`config.mk`:
```
export PLATFORM = sky130hd
export DESIGN_NAME = lsd_top
export DESIGN_NICKNAME = d
export VERILOG_FILES = /design/src/lsd_pkg.sv /design/src/lsd_sync.sv /design/src/lsd_channel.sv /design/src/lsd_top.sv
export SDC_FILE = /design/constraint.sdc
export NUM_CORES = 1
export LEC_CHECK = 0
export BUFFER_PORTS_ARGS = -buffer_cell sky130_fd_sc_hd__buf_2
export CAP_MARGIN = 10
export CORE_MARGIN = 3
export CORE_UTILIZATION = 50
export CTS_CLUSTER_SIZE = 24
export DETAILED_ROUTE_END_ITERATION = 10
export GPL_TIMING_DRIVEN = 0
export PLACE_DENSITY_LB_ADDON = 0.05
export SLEW_MARGIN = 10
export SYNTH_ARGS = -nofsm -noshare
export SYNTH_HDL_FRONTEND = slang
export SYNTH_SLANG_ARGS = --single-unit
```
`constraint.sdc`:
```
create_clock -name mclk_in -period 3.06 [get_ports mclk_in]
set_input_delay 0.153 -clock mclk_in [delete_from_list [all_inputs] [get_ports mclk_in]]
set_output_delay 0.153 -clock mclk_in [all_outputs]
set_load 0.05 [all_outputs]
```
`src/lsd_pkg.sv`:
```
// Purpose: Constants shared by the low-side driver control block.
// Assumes: 8-bit registers reached over the die-to-die bus, 16-bit global address.
// Notes:   Every offset, bit position and reset value used by the logic lives here.
//
// What this block does
// - Control bits 0 and 1 switch driver one and two, only while unlocked.
// - Control bits 2 and 3 select PWM drive instead of plain on/off.
// - Control bits 4 and 5 route PWM channel 0 or 1 to each driver.
// - Control bit 7 enables overtemperature interrupt; bit 6 reads zero.
// - Status bit 7 shows overtemperature, drivers held off; bits 6..4 read zero.
// - Reading the status register clears the pending overtemperature interrupt flag.
// - Status bits 3 and 2 show current limitation of driver two and one.
// - Status bits 1 and 0 show open load of driver two and one.
// - Open load is never reported while a driver is off, PWM off phase included.
// - Key field bits 3..0 unlock control only at 0x5; upper bits read zero.
// - Drivers switch off whenever a regulator is in overvoltage.
// - An overvoltage event clears both driver on/off control bits.
// - Overvoltage flag follows the condition; enabled interrupt cleared by reading flag.
// - A new overvoltage interrupt needs the condition to leave and return.
// - Overtemperature shuts both drivers off and latches a low-side interrupt source.
// - The latched overtemperature event requests an interrupt only when masked in.
// - After overtemperature, drivers stay off until a control write with condition gone.
// - Registers decode at base 0x0200 blocking and 0x300 non-blocking.
// - Drivers run only in Normal mode; forced off in Sleep and Stop.

package lsd_pkg;

    // -------------------------------------------------------------------
    // Bus geometry and address map
    // -------------------------------------------------------------------
    localparam int          LSD_ADDR_W        = 16;
    localparam int          LSD_DATA_W        = 8;
    localparam logic [15:0] LSD_BASE_BLOCKING = 16'h0200;
    localparam logic [15:0] LSD_BASE_NONBLOCK = 16'h0300;
    localparam logic [15:0] LSD_OFF_CONTROL   = 16'h0030;
    localparam logic [15:0] LSD_OFF_STATUS    = 16'h0031;
    localparam logic [15:0] LSD_OFF_KEY       = 16'h0032;

    // -------------------------------------------------------------------
    // Control register fields
    // -------------------------------------------------------------------
    localparam int LSD_CTL_ON_LSB      = 0;  // driver_one_on, driver_two_on
    localparam int LSD_CTL_PWM_ON_LSB  = 2;  // driver_one_pwm_on, driver_two_pwm_on
    localparam int LSD_CTL_PWM_SRC_LSB = 4;  // driver_one/two_pwm_source
    localparam int LSD_CTL_OT_IRQ_EN   = 7;  // overtemp_irq_enable

    // -------------------------------------------------------------------
    // Status register fields
    // -------------------------------------------------------------------
    localparam int LSD_STS_OPEN_LOAD_LSB = 0;
    localparam int LSD_STS_CUR_LIM_LSB   = 2;
    localparam int LSD_STS_OVERTEMP      = 7;

    // -------------------------------------------------------------------
    // Key register and reset values
    // -------------------------------------------------------------------
    localparam int         LSD_KEY_W      = 4;
    localparam logic [3:0] LSD_KEY_UNLOCK = 4'h5;
    localparam logic [3:0] LSD_KEY_RESET  = 4'h0;
    localparam logic [7:0] LSD_REG_RESET  = 8'h00;

    // -------------------------------------------------------------------
    // Analog inputs passed through the synchroniser, by position
    // -------------------------------------------------------------------
    localparam int LSD_NUM_DRV      = 2;
    localparam int LSD_SYN_W        = 6;
    localparam int LSD_SYN_OT       = 0;
    localparam int LSD_SYN_OV       = 1;
    localparam int LSD_SYN_CL_LSB   = 2;  // two current-limit bits
    localparam int LSD_SYN_OL_LSB   = 4;  // two open-load bits

    // Address match against both windows of the global map
    function automatic logic lsd_hit(input logic [15:0] addr, input logic [15:0] off);
        lsd_hit = (addr == (LSD_BASE_BLOCKING + off)) || (addr == (LSD_BASE_NONBLOCK + off));
    endfunction

endpackage

```
`src/lsd_sync.sv`:
```
// Purpose: Two-flop synchroniser for the analog status levels.
// Assumes: Inputs are slow levels from the analog section.
// Notes:   Only the second stage is visible outside.
`timescale 1ns/10ps
`default_nettype none

module lsd_sync #(
    parameter int WIDTH = 1
) (
    input  wire logic             mclk_in,
    input  wire logic             reset_in,
    input  wire logic [WIDTH-1:0] async_in,
    output logic      [WIDTH-1:0] sync_out
);

    typedef struct packed {
        logic [WIDTH-1:0] stage1;
        logic [WIDTH-1:0] stage2;
    } lsd_sync_state_t;

    lsd_sync_state_t st;
    lsd_sync_state_t next_st;

    // Shift chain; stage1 feeds stage2 only
    always_comb begin
        next_st.stage1 = async_in;
        next_st.stage2 = st.stage1;
    end

    always_ff @(posedge mclk_in) begin
        if (reset_in) begin
            st <= '0;
        end else begin
            st <= next_st;
        end
    end

    assign sync_out = st.stage2;

endmodule
`default_nettype wire

```
`src/lsd_channel.sv`:
```
// Purpose: Gate drive and open-load qualification for one low-side driver.
// Assumes: PWM waveforms come from logic on the same clock.
// Notes:   The enable input already folds in key, mode and all fault holds.
`timescale 1ns/10ps
`default_nettype none

module lsd_channel (
    input  wire logic       mclk_in,
    input  wire logic       reset_in,
    input  wire logic       enable_in,
    input  wire logic       on_in,
    input  wire logic       pwm_on_in,
    input  wire logic       pwm_source_in,
    input  wire logic [1:0] pwm_in,
    input  wire logic       open_load_in,
    output logic            gate_out,
    output logic            open_load_out
);

    typedef struct packed {
        logic gate;
        logic open_load;
    } lsd_chan_state_t;

    lsd_chan_state_t st;
    lsd_chan_state_t next_st;

    // Demand is PWM or plain bit; open load only counts while the gate is on
    always_comb begin
        logic demand;
        demand            = pwm_on_in ? pwm_in[pwm_source_in] : on_in;
        next_st.gate      = enable_in & demand;
        next_st.open_load = open_load_in & next_st.gate;
    end

    always_ff @(posedge mclk_in) begin
        if (reset_in) begin
            st <= '0;
        end else begin
            st <= next_st;
        end
    end

    assign gate_out      = st.gate;
    assign open_load_out = st.open_load;

endmodule
`default_nettype wire

```
`src/lsd_top.sv`:
```
// Purpose: Register file and protection logic for two low-side relay drivers.
// Assumes: Simple die-to-die register port; analog faults arrive asynchronously.
// Notes:   Read data appear one clock after the read strobe, with a valid pulse.
`timescale 1ns/10ps
`default_nettype none

module lsd_top
    import lsd_pkg::*;
(
    input  wire logic                  mclk_in,
    input  wire logic                  reset_in,
    // Die-to-die register port
    input  wire logic [LSD_ADDR_W-1:0] bus_addr_in,
    input  wire logic                  bus_write_in,
    input  wire logic                  bus_read_in,
    input  wire logic [LSD_DATA_W-1:0] bus_wdata_in,
    output logic      [LSD_DATA_W-1:0] bus_rdata_out,
    output logic                       bus_rvalid_out,
    // Internal PWM channels 0 and 1
    input  wire logic [1:0]            pwm_in,
    // Power mode from the mode controller
    input  wire logic                  normal_mode_in,
    // Analog sense levels
    input  wire logic                  overtemp_in,
    input  wire logic                  regulator_overvoltage_in,
    input  wire logic [1:0]            current_limited_in,
    input  wire logic [1:0]            open_load_in,
    // Voltage status side
    input  wire logic                  regulator_overvoltage_irq_enable_in,
    input  wire logic                  overvoltage_flag_read_in,
    output logic                       regulator_overvoltage_flag_out,
    output logic                       overvoltage_irq_out,
    // Interrupt control side
    input  wire logic                  low_side_irq_mask_in,
    output logic                       overtemp_source_out,
    output logic                       overtemp_irq_out,
    // Driver gates
    output logic      [1:0]            driver_gate_out
);

    // -------------------------------------------------------------------
    // State
    // -------------------------------------------------------------------
    typedef struct packed {
        logic                  ot_irq_en;
        logic [1:0]            pwm_src;
        logic [1:0]            pwm_on;
        logic [1:0]            drv_on;
        logic [LSD_KEY_W-1:0]  key;
        logic                  ot_flag;
        logic                  ov_irq;
        logic                  ov_prev;
        logic                  ot_prev;
        logic                  ot_lockout;
        logic [LSD_DATA_W-1:0] rdata;
        logic                  rvalid;
    } lsd_state_t;

    lsd_state_t st;
    lsd_state_t next_st;

    logic [LSD_SYN_W-1:0]   syn;
    logic [1:0]             gate;
    logic [1:0]             ol_qual;
    logic                   ot_now;
    logic                   ov_now;
    logic                   hit_ctl;
    logic                   hit_sts;
    logic                   hit_key;
    logic                   unlocked;
    logic                   drive_allowed;
    logic [LSD_DATA_W-1:0]  ctl_view;
    logic [LSD_DATA_W-1:0]  sts_view;
    logic [LSD_DATA_W-1:0]  key_view;

    // -------------------------------------------------------------------
    // Analog inputs into the clock domain
    // -------------------------------------------------------------------
    lsd_sync #(
        .WIDTH (LSD_SYN_W)
    ) u_sync (
        .mclk_in  (mclk_in),
        .reset_in (reset_in),
        .async_in ({open_load_in, current_limited_in, regulator_overvoltage_in, overtemp_in}),
        .sync_out (syn)
    );

    assign ot_now = syn[LSD_SYN_OT];
    assign ov_now = syn[LSD_SYN_OV];

    // -------------------------------------------------------------------
    // Address decode and register views
    // -------------------------------------------------------------------
    // Same three offsets answer in both windows
    always_comb begin
        hit_ctl = 1'b0;
        hit_sts = 1'b0;
        hit_key = 1'b0;
        if (lsd_hit(bus_addr_in, LSD_OFF_CONTROL)) begin
            hit_ctl = 1'b1;
        end else if (lsd_hit(bus_addr_in, LSD_OFF_STATUS)) begin
            hit_sts = 1'b1;
        end else if (lsd_hit(bus_addr_in, LSD_OFF_KEY)) begin
            hit_key = 1'b1;
        end
    end

    // Unused bits are packed as zero
    always_comb begin
        ctl_view                                  = LSD_REG_RESET;
        ctl_view[LSD_CTL_ON_LSB +: 2]             = st.drv_on;
        ctl_view[LSD_CTL_PWM_ON_LSB +: 2]         = st.pwm_on;
        ctl_view[LSD_CTL_PWM_SRC_LSB +: 2]        = st.pwm_src;
        ctl_view[LSD_CTL_OT_IRQ_EN]               = st.ot_irq_en;
        sts_view                                  = LSD_REG_RESET;
        sts_view[LSD_STS_OPEN_LOAD_LSB +: 2]      = ol_qual;
        sts_view[LSD_STS_CUR_LIM_LSB +: 2]        = syn[LSD_SYN_CL_LSB +: 2];
        sts_view[LSD_STS_OVERTEMP]                = ot_now;
        key_view                                  = LSD_REG_RESET;
        key_view[LSD_KEY_W-1:0]                   = st.key;
    end

    // -------------------------------------------------------------------
    // Drive permission
    // -------------------------------------------------------------------
    // Gate is the AND of every hold; a stale key, overtemperature or overvoltage forces both off
    assign unlocked      = (st.key == LSD_KEY_UNLOCK);
    assign drive_allowed = unlocked
                         & normal_mode_in
                         & ~ot_now
                         & ~st.ot_lockout
                         & ~ov_now;

    // -------------------------------------------------------------------
    // Per-driver channels
    // -------------------------------------------------------------------
    genvar gi;
    generate
        for (gi = 0; gi < LSD_NUM_DRV; gi++) begin : g_drv
            lsd_channel u_chan (
                .mclk_in       (mclk_in),
                .reset_in      (reset_in),
                .enable_in     (drive_allowed),
                .on_in         (st.drv_on[gi]),
                .pwm_on_in     (st.pwm_on[gi]),
                .pwm_source_in (st.pwm_src[gi]),
                .pwm_in        (pwm_in),
                .open_load_in  (syn[LSD_SYN_OL_LSB + gi]),
                .gate_out      (gate[gi]),
                .open_load_out (ol_qual[gi])
            );
        end
    endgenerate

    // -------------------------------------------------------------------
    // Next-state logic
    // -------------------------------------------------------------------
    // Hardware events are applied after software writes so that they win
    always_comb begin
        logic wr_ctl;
        logic wr_key;
        logic rd_sts;
        logic ot_rise;
        logic ov_rise;
        wr_ctl  = bus_write_in & hit_ctl;
        wr_key  = bus_write_in & hit_key;
        rd_sts  = bus_read_in & hit_sts;
        ot_rise = ot_now & ~st.ot_prev;
        ov_rise = ov_now & ~st.ov_prev;

        next_st         = st;
        next_st.ot_prev = ot_now;
        next_st.ov_prev = ov_now;

        // Control write; status writes fall through with no effect
        if (wr_ctl) begin
            next_st.drv_on    = bus_wdata_in[LSD_CTL_ON_LSB +: 2];
            next_st.pwm_on    = bus_wdata_in[LSD_CTL_PWM_ON_LSB +: 2];
            next_st.pwm_src   = bus_wdata_in[LSD_CTL_PWM_SRC_LSB +: 2];
            next_st.ot_irq_en = bus_wdata_in[LSD_CTL_OT_IRQ_EN];
            if (!ot_now) begin
                next_st.ot_lockout = 1'b0;
            end
        end
        if (wr_key) begin
            next_st.key = bus_wdata_in[LSD_KEY_W-1:0];
        end

        // Overtemperature: lock out drivers, latch the interrupt source
        if (rd_sts) begin
            next_st.ot_flag = 1'b0;
        end
        if (ot_now) begin
            next_st.ot_lockout = 1'b1;
        end
        if (ot_rise && st.ot_irq_en) begin
            next_st.ot_flag = 1'b1;
        end

        // Overvoltage: drop on bits and the key, edge-triggered interrupt
        if (overvoltage_flag_read_in) begin
            next_st.ov_irq = 1'b0;
        end
        if (ov_rise) begin
            next_st.drv_on = 2'h0;
            next_st.key    = LSD_KEY_RESET;
            if (regulator_overvoltage_irq_enable_in) begin
                next_st.ov_irq = 1'b1;
            end
        end

        // Registered read answer; unmapped addresses read zero
        next_st.rvalid = bus_read_in;
        if (!bus_read_in) begin
            next_st.rdata = st.rdata;
        end else if (hit_ctl) begin
            next_st.rdata = ctl_view;
        end else if (hit_sts) begin
            next_st.rdata = sts_view;
        end else if (hit_key) begin
            next_st.rdata = key_view;
        end else begin
            next_st.rdata = LSD_REG_RESET;
        end
    end

    // -------------------------------------------------------------------
    // State register
    // -------------------------------------------------------------------
    always_ff @(posedge mclk_in) begin
        if (reset_in) begin
            st     <= '0;
            st.key <= LSD_KEY_RESET;
        end else begin
            st <= next_st;
        end
    end

    // -------------------------------------------------------------------
    // Outputs
    // -------------------------------------------------------------------
    assign bus_rdata_out                  = st.rdata;
    assign bus_rvalid_out                 = st.rvalid;
    assign driver_gate_out                = gate;
    assign regulator_overvoltage_flag_out = ov_now;
    assign overvoltage_irq_out            = st.ov_irq;
    assign overtemp_source_out            = st.ot_flag;
    assign overtemp_irq_out               = st.ot_flag & low_side_irq_mask_in;

endmodule
`default_nettype wire

```
==> results of run 1 <==
[sequential cells by signal, indices dropped and copies added (netlist names)]
register                    cells
u_sync.sync_out                 6
overvoltage_irq_out             1
key_view                        4
overtemp_source_out             1
g_drv.u_chan.open_load_out      2
bus_rvalid_out                  1
ctl_view                        7
u_sync.next_st                  6
bus_rdata_out                   7
g_drv.u_chan.gate_out           2
st                              3
[final timing paths]
path	from	to	slack, ns
max	u_sync.sync_out[0]	g_drv[1].u_chan.open_load_out	1.68
min	open_load_in[1]	u_sync.next_st[5]	0.004
max reg2reg	u_sync.sync_out[0]	g_drv[1].u_chan.open_load_out	1.68
min reg2reg	u_sync.sync_out[5]	g_drv[1].u_chan.open_load_out	0.44
[worst max-delay path, delay by kind of cell, from the launching register on]
kind / cells / cell delay, ns
simple gates: 2 / 0.52
compound gates: 1 / 0.37
flops: 1 / 0.36
[per-stage QoR]
step	utilization [%]	cell area [um^2]	instances	power, mW
floorplan	-	1780	168	0.590
global placement	61.8	2090	265	0.628
detailed placement	61.8	2090	265	0.631
CTS	63.9	2160	274	0.905
global route	63.9	2160	274	0.939
finish	63.9	2160	274	0.898
[logic make-up (layout without fill, tap and decap cells)]
group	after synthesis	in the layout
buffers and inverters	22	82
and+or+nand+nor	69	69
AOI/OAI and AO/OA	18	18
other	1	1
muxes	18	18
DFF	40	40
[repair_timing]
| item | CTS | global route |
|---|---|---|
| hold buffers | 1 | 0 |
| hold endpoints to repair | 1 | 0 |
| gates resized for setup | 0 | 0 |
[cell usage after synthesis, types with 3 or more instances]
master and count:
nand2b_1 14, a221oi_1 4, clkbuf_1 5, inv_1 3, nor3_1 4, mux2_2 4
mux2i_1 14, nor2b_1 20, or3b_2 3, a41oi_1 4, buf_4 12, dfxtp_1 40
nand3b_1 11, o41ai_1 3
[final cells by class]
class,count,area [um^2]
fill,293,1220
multi-input combinational,106,851
sequential,40,801
timing repair buffer,52,265
buffer,19,118
tap,46,57.6
clock buffer,6,51.3
inverter,3,11.3
clock inverter,2,10.0
[routing by layer]
| layer | share of wire, % | wire length, um | vias up | global-route usage (%) |
|---|---|---|---|---|
| met5 | 0 | 0 | - | 0 |
| met4 | 1.8 | 68 | 0 | 7.51 |
| met3 | 8.7 | 327 | 12 | 5.13 |
| met2 | 47 | 1770 | 62 | 32.2 |
| met1 | 42 | 1580 | 643 | 21.9 |
| li1 | - | - | 715 | - |
[where the power goes]
part	internal (mW)	switching (mW)	leakage, nW
logic	0.0403	0.0448	0.522
registers	0.530	0.00348	0.325
clock network	0.109	0.169	0.0380
==> impl_metrics.yaml, run 1 <==
clock_network:
  cts.path.max_buffers: 2
  path_clk_slew_ns: 0.11
  postCtsSetupRepairBufs: 0
  root_buffer: "clkbuf_4"
  clock_latency_ns: 0.35
  clock_sinks: 40
  cts_buffers: 5
  htreeDepth: 2
  cts_tree: "yes"
grt:
  grt_pass1_wl_mm: 6.07
  track_usage_pct: 18.8
  grt_pass1_vias: 1378
  grt_max_degree: 13
  overflow: 0
  antenna_found_initial: 0
placement:
  portBuffers: 51
  gp_congestion: 0.789
  dp_hpwl_mm: 2.91
  place_ws_ns: 1.59
yosys:
  synth_mux_area_share_pct: 10.4
  synth_top_area_share_pct: 45.0
  synthesis.nets: 208
  synthSimpleGateAreaFrac_pct: 28.7
  synth_area_per_cell_um2: 10.6
  syn_inst: 168
  synthArstFlopShare_pct: 0
  synth_flop_cell: "dfxtp_1"
  synthTopCellsByArea: "dfxtp_1 (45%), mux2i_1 (7.9%), nor2b_1 (7.0%), buf_4 (5.1%), nand2b_1 (4.9%)"
  synth_top_family_by_area: "simple AND/OR/NAND/NOR gates"
  ys_seq_elements: 40
  yosysUniqueCellTypes: 37
  synth_fa_ha_area_share_pct: 0
  synthXorXnorAreaFrac_pct: 0
  yosysSeqAreaShare_pct: 45.0
  synth_edf_count: 0
  synth-compound-area-share_pct: 8.43
  yosysWarnings: 0
  synth_top_area_cell: "dfxtp_1"
  syn_area_um2: 1780
timing:
  grt_setup_unrepaired: "no"
  fin_setup_tns_ns: 0
  fin_crit_sh_pct: 45.0
  clock_skew_ns: 0.0119
  fmax_mhz: 727
  period_needed_ns: 1.38
  drv_slew: 0
  setup_ws_ns: 1.68
  final-hold-violation-count: 0
  hold_ws_ns: 0.00437
  finalSetupViolCount: 0
critical_path:
  crit_path_max_incr_delay_ns: 0.37
  critical_path_required_ns: 3.28
  cpMaxStageDelayCell: "a2111oi_0"
  cp.arrival_ns: 1.59
  crit_chain: "nor4b_1 > nand4b_1 > a2111oi_0"
  critPathMaxFanout: 4
  end_kind: "flop"
  critPathLaunchType: "flop"
  critical_path_class: "flop to flop"
  worstRegToRegCells: 3
floorplanning:
  dieArea_um2: 4310
  die_x_um: 65.7
  die_h_um: 65.7
  fp-row-count: 21
  ios: 55
  start_util_pct: 52.5
  core_um2: 3390
routing:
  ant_nets: 0
  vias: 1432
  post_drt_wl_per_cell_um: 13.7
  dr.pass1.iters: 5
  routed_wl_mm: 3.74
  drt-vias-per-instance: 5.23
  first_iter_violations: 41
  drc: 0
status:
  status: "finished, final reports clean"
pwr:
  ir_drop_v: 0.000328
  powerDensity_nw_per_um2: 415
  power.leakage_nw: 0.886
final_layout:
  diodes: 0
  final_layout_size_suffix_gt1_share_pct: 36.8
  nets: 267
  areaGrowthSynthToFinish_pct: 21.6
  mostFrequentLayoutCells: "buf_2 (52), dfxtp_1 (40), nor2b_1 (20)"
  final_common_cell: "buf_2"
flow_run:
  cap_violations: 0
worst_hold_path:
  holdPathStages: 2
  hp-class: "input pin to flop"
Note: power is estimated with default switching activity, not from simulation.
==> inputs of run 2 (changes only) <==
--- a/config.mk
+++ b/config.mk
@@ -8,7 +8,7 @@
 export BUFFER_PORTS_ARGS = -buffer_cell sky130_fd_sc_hd__buf_2
 export CAP_MARGIN = 10
 export CORE_MARGIN = 3
-export CORE_UTILIZATION = 50
+export CORE_UTILIZATION = 45
 export CTS_CLUSTER_SIZE = 24
 export DETAILED_ROUTE_END_ITERATION = 10
 export GPL_TIMING_DRIVEN = 0
==> constraint.sdc (replaced) <==
create_clock -name mclk_in -period 1.25 [get_ports mclk_in]
set_input_delay 0.0625 -clock mclk_in [delete_from_list [all_inputs] [get_ports mclk_in]]
set_output_delay 0.0625 -clock mclk_in [all_outputs]
set_load 0.05 [all_outputs]
==> run 2 against run 1 <==
Against the previous run: clock skew decreased by 0.0067 ns; global-route usage decreased by 0.68 points; utilization decreased by 2.4 points; combinational power increased to 2.6 times the previous value; non-clock buffer count increased by 5; flip-flop and latch count unchanged; die area increased by 10%; final area increased by 6.3%; critical endpoint is now bus_rdata_out[3].
==> impl_metrics.yaml, run 2 (synthesis results as in run 1) <==
placement:
  portBuffers: 51
  placed_cells: 267
  dp_hpwl_mm: 2.99
  gp_congestion: 0.836
  place_area_um2: 2100
floorplanning:
  die_h_um: 68.9
  start_util_pct: 47.6
  core_um2: 3740
  fp-row-count: 22
  dieArea_um2: 4750
  ios: 55
  die_x_um: 68.9
timing:
  fmax_mhz: 855
  final-hold-violation-count: 0
  grt_setup_unrepaired: "yes"
  fin_crit_sh_pct: 93.6
  hold_ws_ns: 0.0337
  drv_slew: 0
  finalSetupViolCount: 0
  clock_skew_ns: 0.00524
  period_needed_ns: 1.17
critical_path:
  critPathMaxFanout: 5
  cpMaxStageDelayCell: "dfxtp_1"
  critical_path_required_ns: 1.40
  crit_chain: "mux2_2 > a221oi_1 > nor3_1"
  critical_path_class: "flop to flop"
  cp.arrival_ns: 1.32
  end_kind: "flop"
  critPathLaunchType: "flop"
  crit_path_max_incr_delay_ns: 0.36
grt:
  grt_max_degree: 14
  grt_pass1_wl_mm: 6.10
  track_usage_pct: 18.1
  overflow: 0
  grt_pass1_vias: 1317
  antenna_found_initial: 0
pwr:
  clkPwrFrac_pct: 40.0
  powerDensity_nw_per_um2: 1110
  p_sw_mw: 0.559
  netSwitchingFraction_pct: 21.9
  p_int_mw: 2.00
  power.leakage_nw: 0.929
  pwr-share-seq_pct: 51.2
  ir_drop_v: 0.000817
  comb_power_share_pct: 8.7
routing:
  drc: 0
  post_drt_wl_per_cell_um: 14.0
  vias: 1420
  drt-vias-per-instance: 5.05
  ant_nets: 0
  routed_wl_mm: 3.95
  first_iter_violations: 33
  dr.pass1.iters: 4
final_layout:
  nets: 272
  instances_no_fill: 281
  diodes: 0
  final_layout_size_suffix_gt1_share_pct: 38.6
  fin_util_pct: 61.5
  final_common_cell: "buf_2"
  mostFrequentLayoutCells: "buf_2 (52), dfxtp_1 (38), nor2b_1 (20)"
  final_area_um2: 2300
  areaGrowthSynthToFinish_pct: 29.2
clock_network:
  cts_buffers: 5
  cts_tree: "yes"
  path_clk_slew_ns: 0.07
  cts.path.max_buffers: 2
  clock_sinks: 40
  root_buffer: "clkbuf_8"
  htreeDepth: 2
  clock_latency_ns: 0.29
worst_hold_path:
  hp-class: "input pin to flop"
flow_run:
  cap_violations: 0
status:
  status: "finished, final reports clean"
run 2: cell count changes in the layout (fill, tap and decap cells not counted), moves of 2 or more:
cell / previous run / this run
dfxtp_2: 0 / 2
clkbuf_4: 5 / 0
clkbuf_8: 1 / 5
dfxtp_1: 40 / 38
a2111oi_2: 0 / 2
a2111oi_0: 2 / 0
dlygate4sd3_1: 1 / 6
run 2: area by class of cell:
type                       count  area [um^2]
tap                           48         60.1
clock buffer                   5         68.8
clock inverter                 3         42.5
inverter                       3         11.3
fill                         343         1440
buffer                        18          114
timing repair buffer          58          323
multi-input combinational    106          878
sequential                    40          803
run 2: worst paths after layout:
check	startpoint	end	slack [ns]	depth (start not counted)
setup / recovery	ctl_view[3]	bus_rdata_out[3]	0.08	3
hold / removal	overvoltage_flag_read_in	overvoltage_irq_out	0.03	3
setup reg to reg	ctl_view[3]	bus_rdata_out[3]	0.08	3
hold reg to reg	u_sync.next_st[4]	u_sync.sync_out[4]	0.44	1
run 2: timing repair:
item	CTS	global route
pin swaps	1	1
endpoints found under the hold margin	6	0
setup buffers	1	0
hold buffers	6	0
gates cloned	0	0
gates resized for setup	4	3
endpoints found under the setup margin	2	10
run 2: critical path, delay by kind of cell, from the launching register on:
family / cells / cell delay (ns)
and+or+nand+nor: 1 / 0.09
AOI/OAI and AO/OA: 1 / 0.30
muxes: 1 / 0.29
DFF: 1 / 0.36
run 2: power by group through the flow:
stage | clock network, mW | logic, mW | registers (mW)
after floorplan | 0 | 0.0983 | 1.35
final | 1.02 | 0.223 | 1.31
after detailed placement | 0 | 0.208 | 1.34
after CTS | 1.05 | 0.224 | 1.31
after global placement | 0 | 0.202 | 1.34
after global routing | 1.11 | 0.245 | 1.31
run 2: metal layers:
layer	track usage (%)	vias up	share of wire (%)
met1	20.5	662	42
met4	6.57	0	1.6
li1	-	719	-
met5	0	-	0
met3	5.67	5	5.5
met2	31.7	34	50
run 2: through the flow:
stage / total power [mW] / worst slack (ns) / setup TNS [ns]
CTS: 2.58 / 0.0117 / 0
global route: 2.66 / -0.0239 / -0.0461
global placement: 1.54 / -0.0727 / -0.625
finish: 2.56 / 0.0805 / 0
detailed placement: 1.54 / -0.114 / -1.22
floorplan: 1.44 / 0.0593 / 0
==> inputs of run 3 (changes only) <==
--- a/config.mk
+++ b/config.mk
@@ -7,6 +7,7 @@
 export LEC_CHECK = 0
 export BUFFER_PORTS_ARGS = -buffer_cell sky130_fd_sc_hd__buf_2
 export CAP_MARGIN = 10
+export CORE_ASPECT_RATIO = 1.25
 export CORE_MARGIN = 3
 export CORE_UTILIZATION = 45
 export CTS_CLUSTER_SIZE = 24
==> run 3 against run 2 <==
Against the previous run: count of clock-buffer cells in the layout rose by 2; flip-flop and latch count unchanged; critical path depth did not move; largest power group unchanged.
==> impl_metrics.yaml, run 3 (synthesis results as in run 1) <==
status:
  status: "finished, final reports clean"
clock_network:
  clock_sinks: 40
  clock_latency_ns: 0.29
  path_clk_slew_ns: 0.08
  cts_tree: "yes"
  cts.path.max_buffers: 2
  postCtsSetupRepairBufs: 0
  htreeDepth: 2
  root_buffer: "clkbuf_8"
  cts_buffers: 5
critical_path:
  crit_chain: "nor4b_2 > nand4b_1 > a2111oi_0"
  critPathLaunchType: "flop"
  crit_cells: 3
  cp.arrival_ns: 1.40
  critical_path_required_ns: 1.42
  worstRegToRegCells: 3
  critical_path_class: "flop to flop"
  crit_path_max_incr_delay_ns: 0.35
  critPathMaxFanout: 4
  end_kind: "flop"
  path_buf_inv: 0
  cp_top_family: "simple AND/OR/NAND/NOR gates"
  cpMaxStageDelayCell: "dfxtp_1"
final_layout:
  areaGrowthSynthToFinish_pct: 29.0
  multi_input_area_um2: 863
  final_common_cell: "buf_2"
  n_fill_cell: 314
  diodes: 0
  final_layout_size_suffix_gt1_share_pct: 37.5
  mostFrequentLayoutCells: "buf_2 (52), dfxtp_1 (39), nor2b_1 (20)"
  final_area_um2: 2300
  nets: 271
  seqCellArea_um2: 802
pwr:
  clkPwrFrac_pct: 42.8
  netSwitchingFraction_pct: 21.0
  p_sw_mw: 0.560
  p_int_mw: 2.11
  ir_drop_v: 0.00112
  pwr-share-seq_pct: 48.9
  powerDensity_nw_per_um2: 1160
  comb_power_share_pct: 8.2
  p_total_mw: 2.67
  power.leakage_nw: 0.939
routing:
  first_iter_violations: 49
  vias: 1432
  drt-vias-per-instance: 5.04
  routed_wl_mm: 3.94
  drc: 0
  ant_nets: 0
  post_drt_wl_per_cell_um: 13.9
  dr.pass1.iters: 4
timing:
  fmax_mhz: 812
  fin_setup_tns_ns: 0
  final-hold-violation-count: 0
  grt_setup_unrepaired: "yes"
  fin_crit_sh_pct: 98.5
  period_needed_ns: 1.23
  hold_ws_ns: 0.0281
  clock_skew_ns: 0.0150
  finalSetupViolCount: 0
  drv_slew: 0
floorplanning:
  die_x_um: 62.3
  die_h_um: 76.3
  fp-row-count: 24
  start_util_pct: 49.0
  core_um2: 3630
  ios: 55
  dieArea_um2: 4750
grt:
  track_usage_pct: 17.6
  overflow: 0
  grt_pass1_wl_mm: 6.78
  grt_pass1_vias: 1478
  antenna_found_initial: 0
  grt_max_degree: 13
flow_run:
  cap_violations: 0
placement:
  portBuffers: 51
  place_area_um2: 2100
  dp_hpwl_mm: 2.87
  gp_congestion: 0.737
worst_hold_path:
  hp-class: "input pin to flop"
  holdPathStages: 3
==> run 3: worst paths after layout <==
path,startpoint,to,slack (ns)
max,u_sync.sync_out[0],g_drv[1].u_chan.open_load_out,0.02
min,bus_wdata_in[5],ctl_view[5],0.03
max reg2reg,u_sync.sync_out[0],g_drv[1].u_chan.open_load_out,0.02
min reg2reg,u_sync.next_st[5],u_sync.sync_out[5],0.44
==> run 3: worst register-to-register path, delay by kind of cell, from the launching register on <==
| kind | cells | cell delay [ns] |
|---|---|---|
| DFF | 1 | 0.35 |
| AOI/OAI and AO/OA | 1 | 0.31 |
| and+or+nand+nor | 2 | 0.45 |
==> run 3: area by class of cell <==
cell class	instances	area share, %
timing repair buffer	57	13.7
tap	52	2.83
clock inverter	1	1.31
sequential	40	34.9
buffer	18	4.96
inverter	3	0.490
multi-input combinational	106	37.6
clock buffer	7	4.19
==> run 3: metal layers <==
metal  GRT usage [%]  vias up  part of all wire, %
li1                -      717                    -
met1            19.9      653                   42
met2            30.6       54                   50
met3            5.75        8                  6.6
met4            6.62        0                  1.7
met5               0        -                    0
==> run 3: power groups by stage <==
stage / Clock, mW / Sequential (mW) / Combinational [mW]
after floorplan: 0 / 1.35 / 0.0983
after global placement: 0 / 1.34 / 0.202
after detailed placement: 0 / 1.34 / 0.208
after CTS: 1.15 / 1.31 / 0.222
after global routing: 1.21 / 1.31 / 0.246
final: 1.14 / 1.31 / 0.220
==> run 3: what timing repair did <==
action                                 4_1_cts  5_1_grt
hold buffers                                 6        0
gates cloned                                 0        0
pin swaps                                    0        1
gates resized for setup                      2        1
endpoints found under the hold margin        6        0
setup endpoints to repair                    2        7
==> run 3: stage by stage <==
step	util [%]	worst slack, ns	cells
finish	63.2	0.0186	284
detailed placement	57.9	-0.115	271
global placement	57.9	-0.0561	271
CTS	63.2	-0.00805	285
global route	63.2	-0.0386	284
floorplan	-	0.0593	168
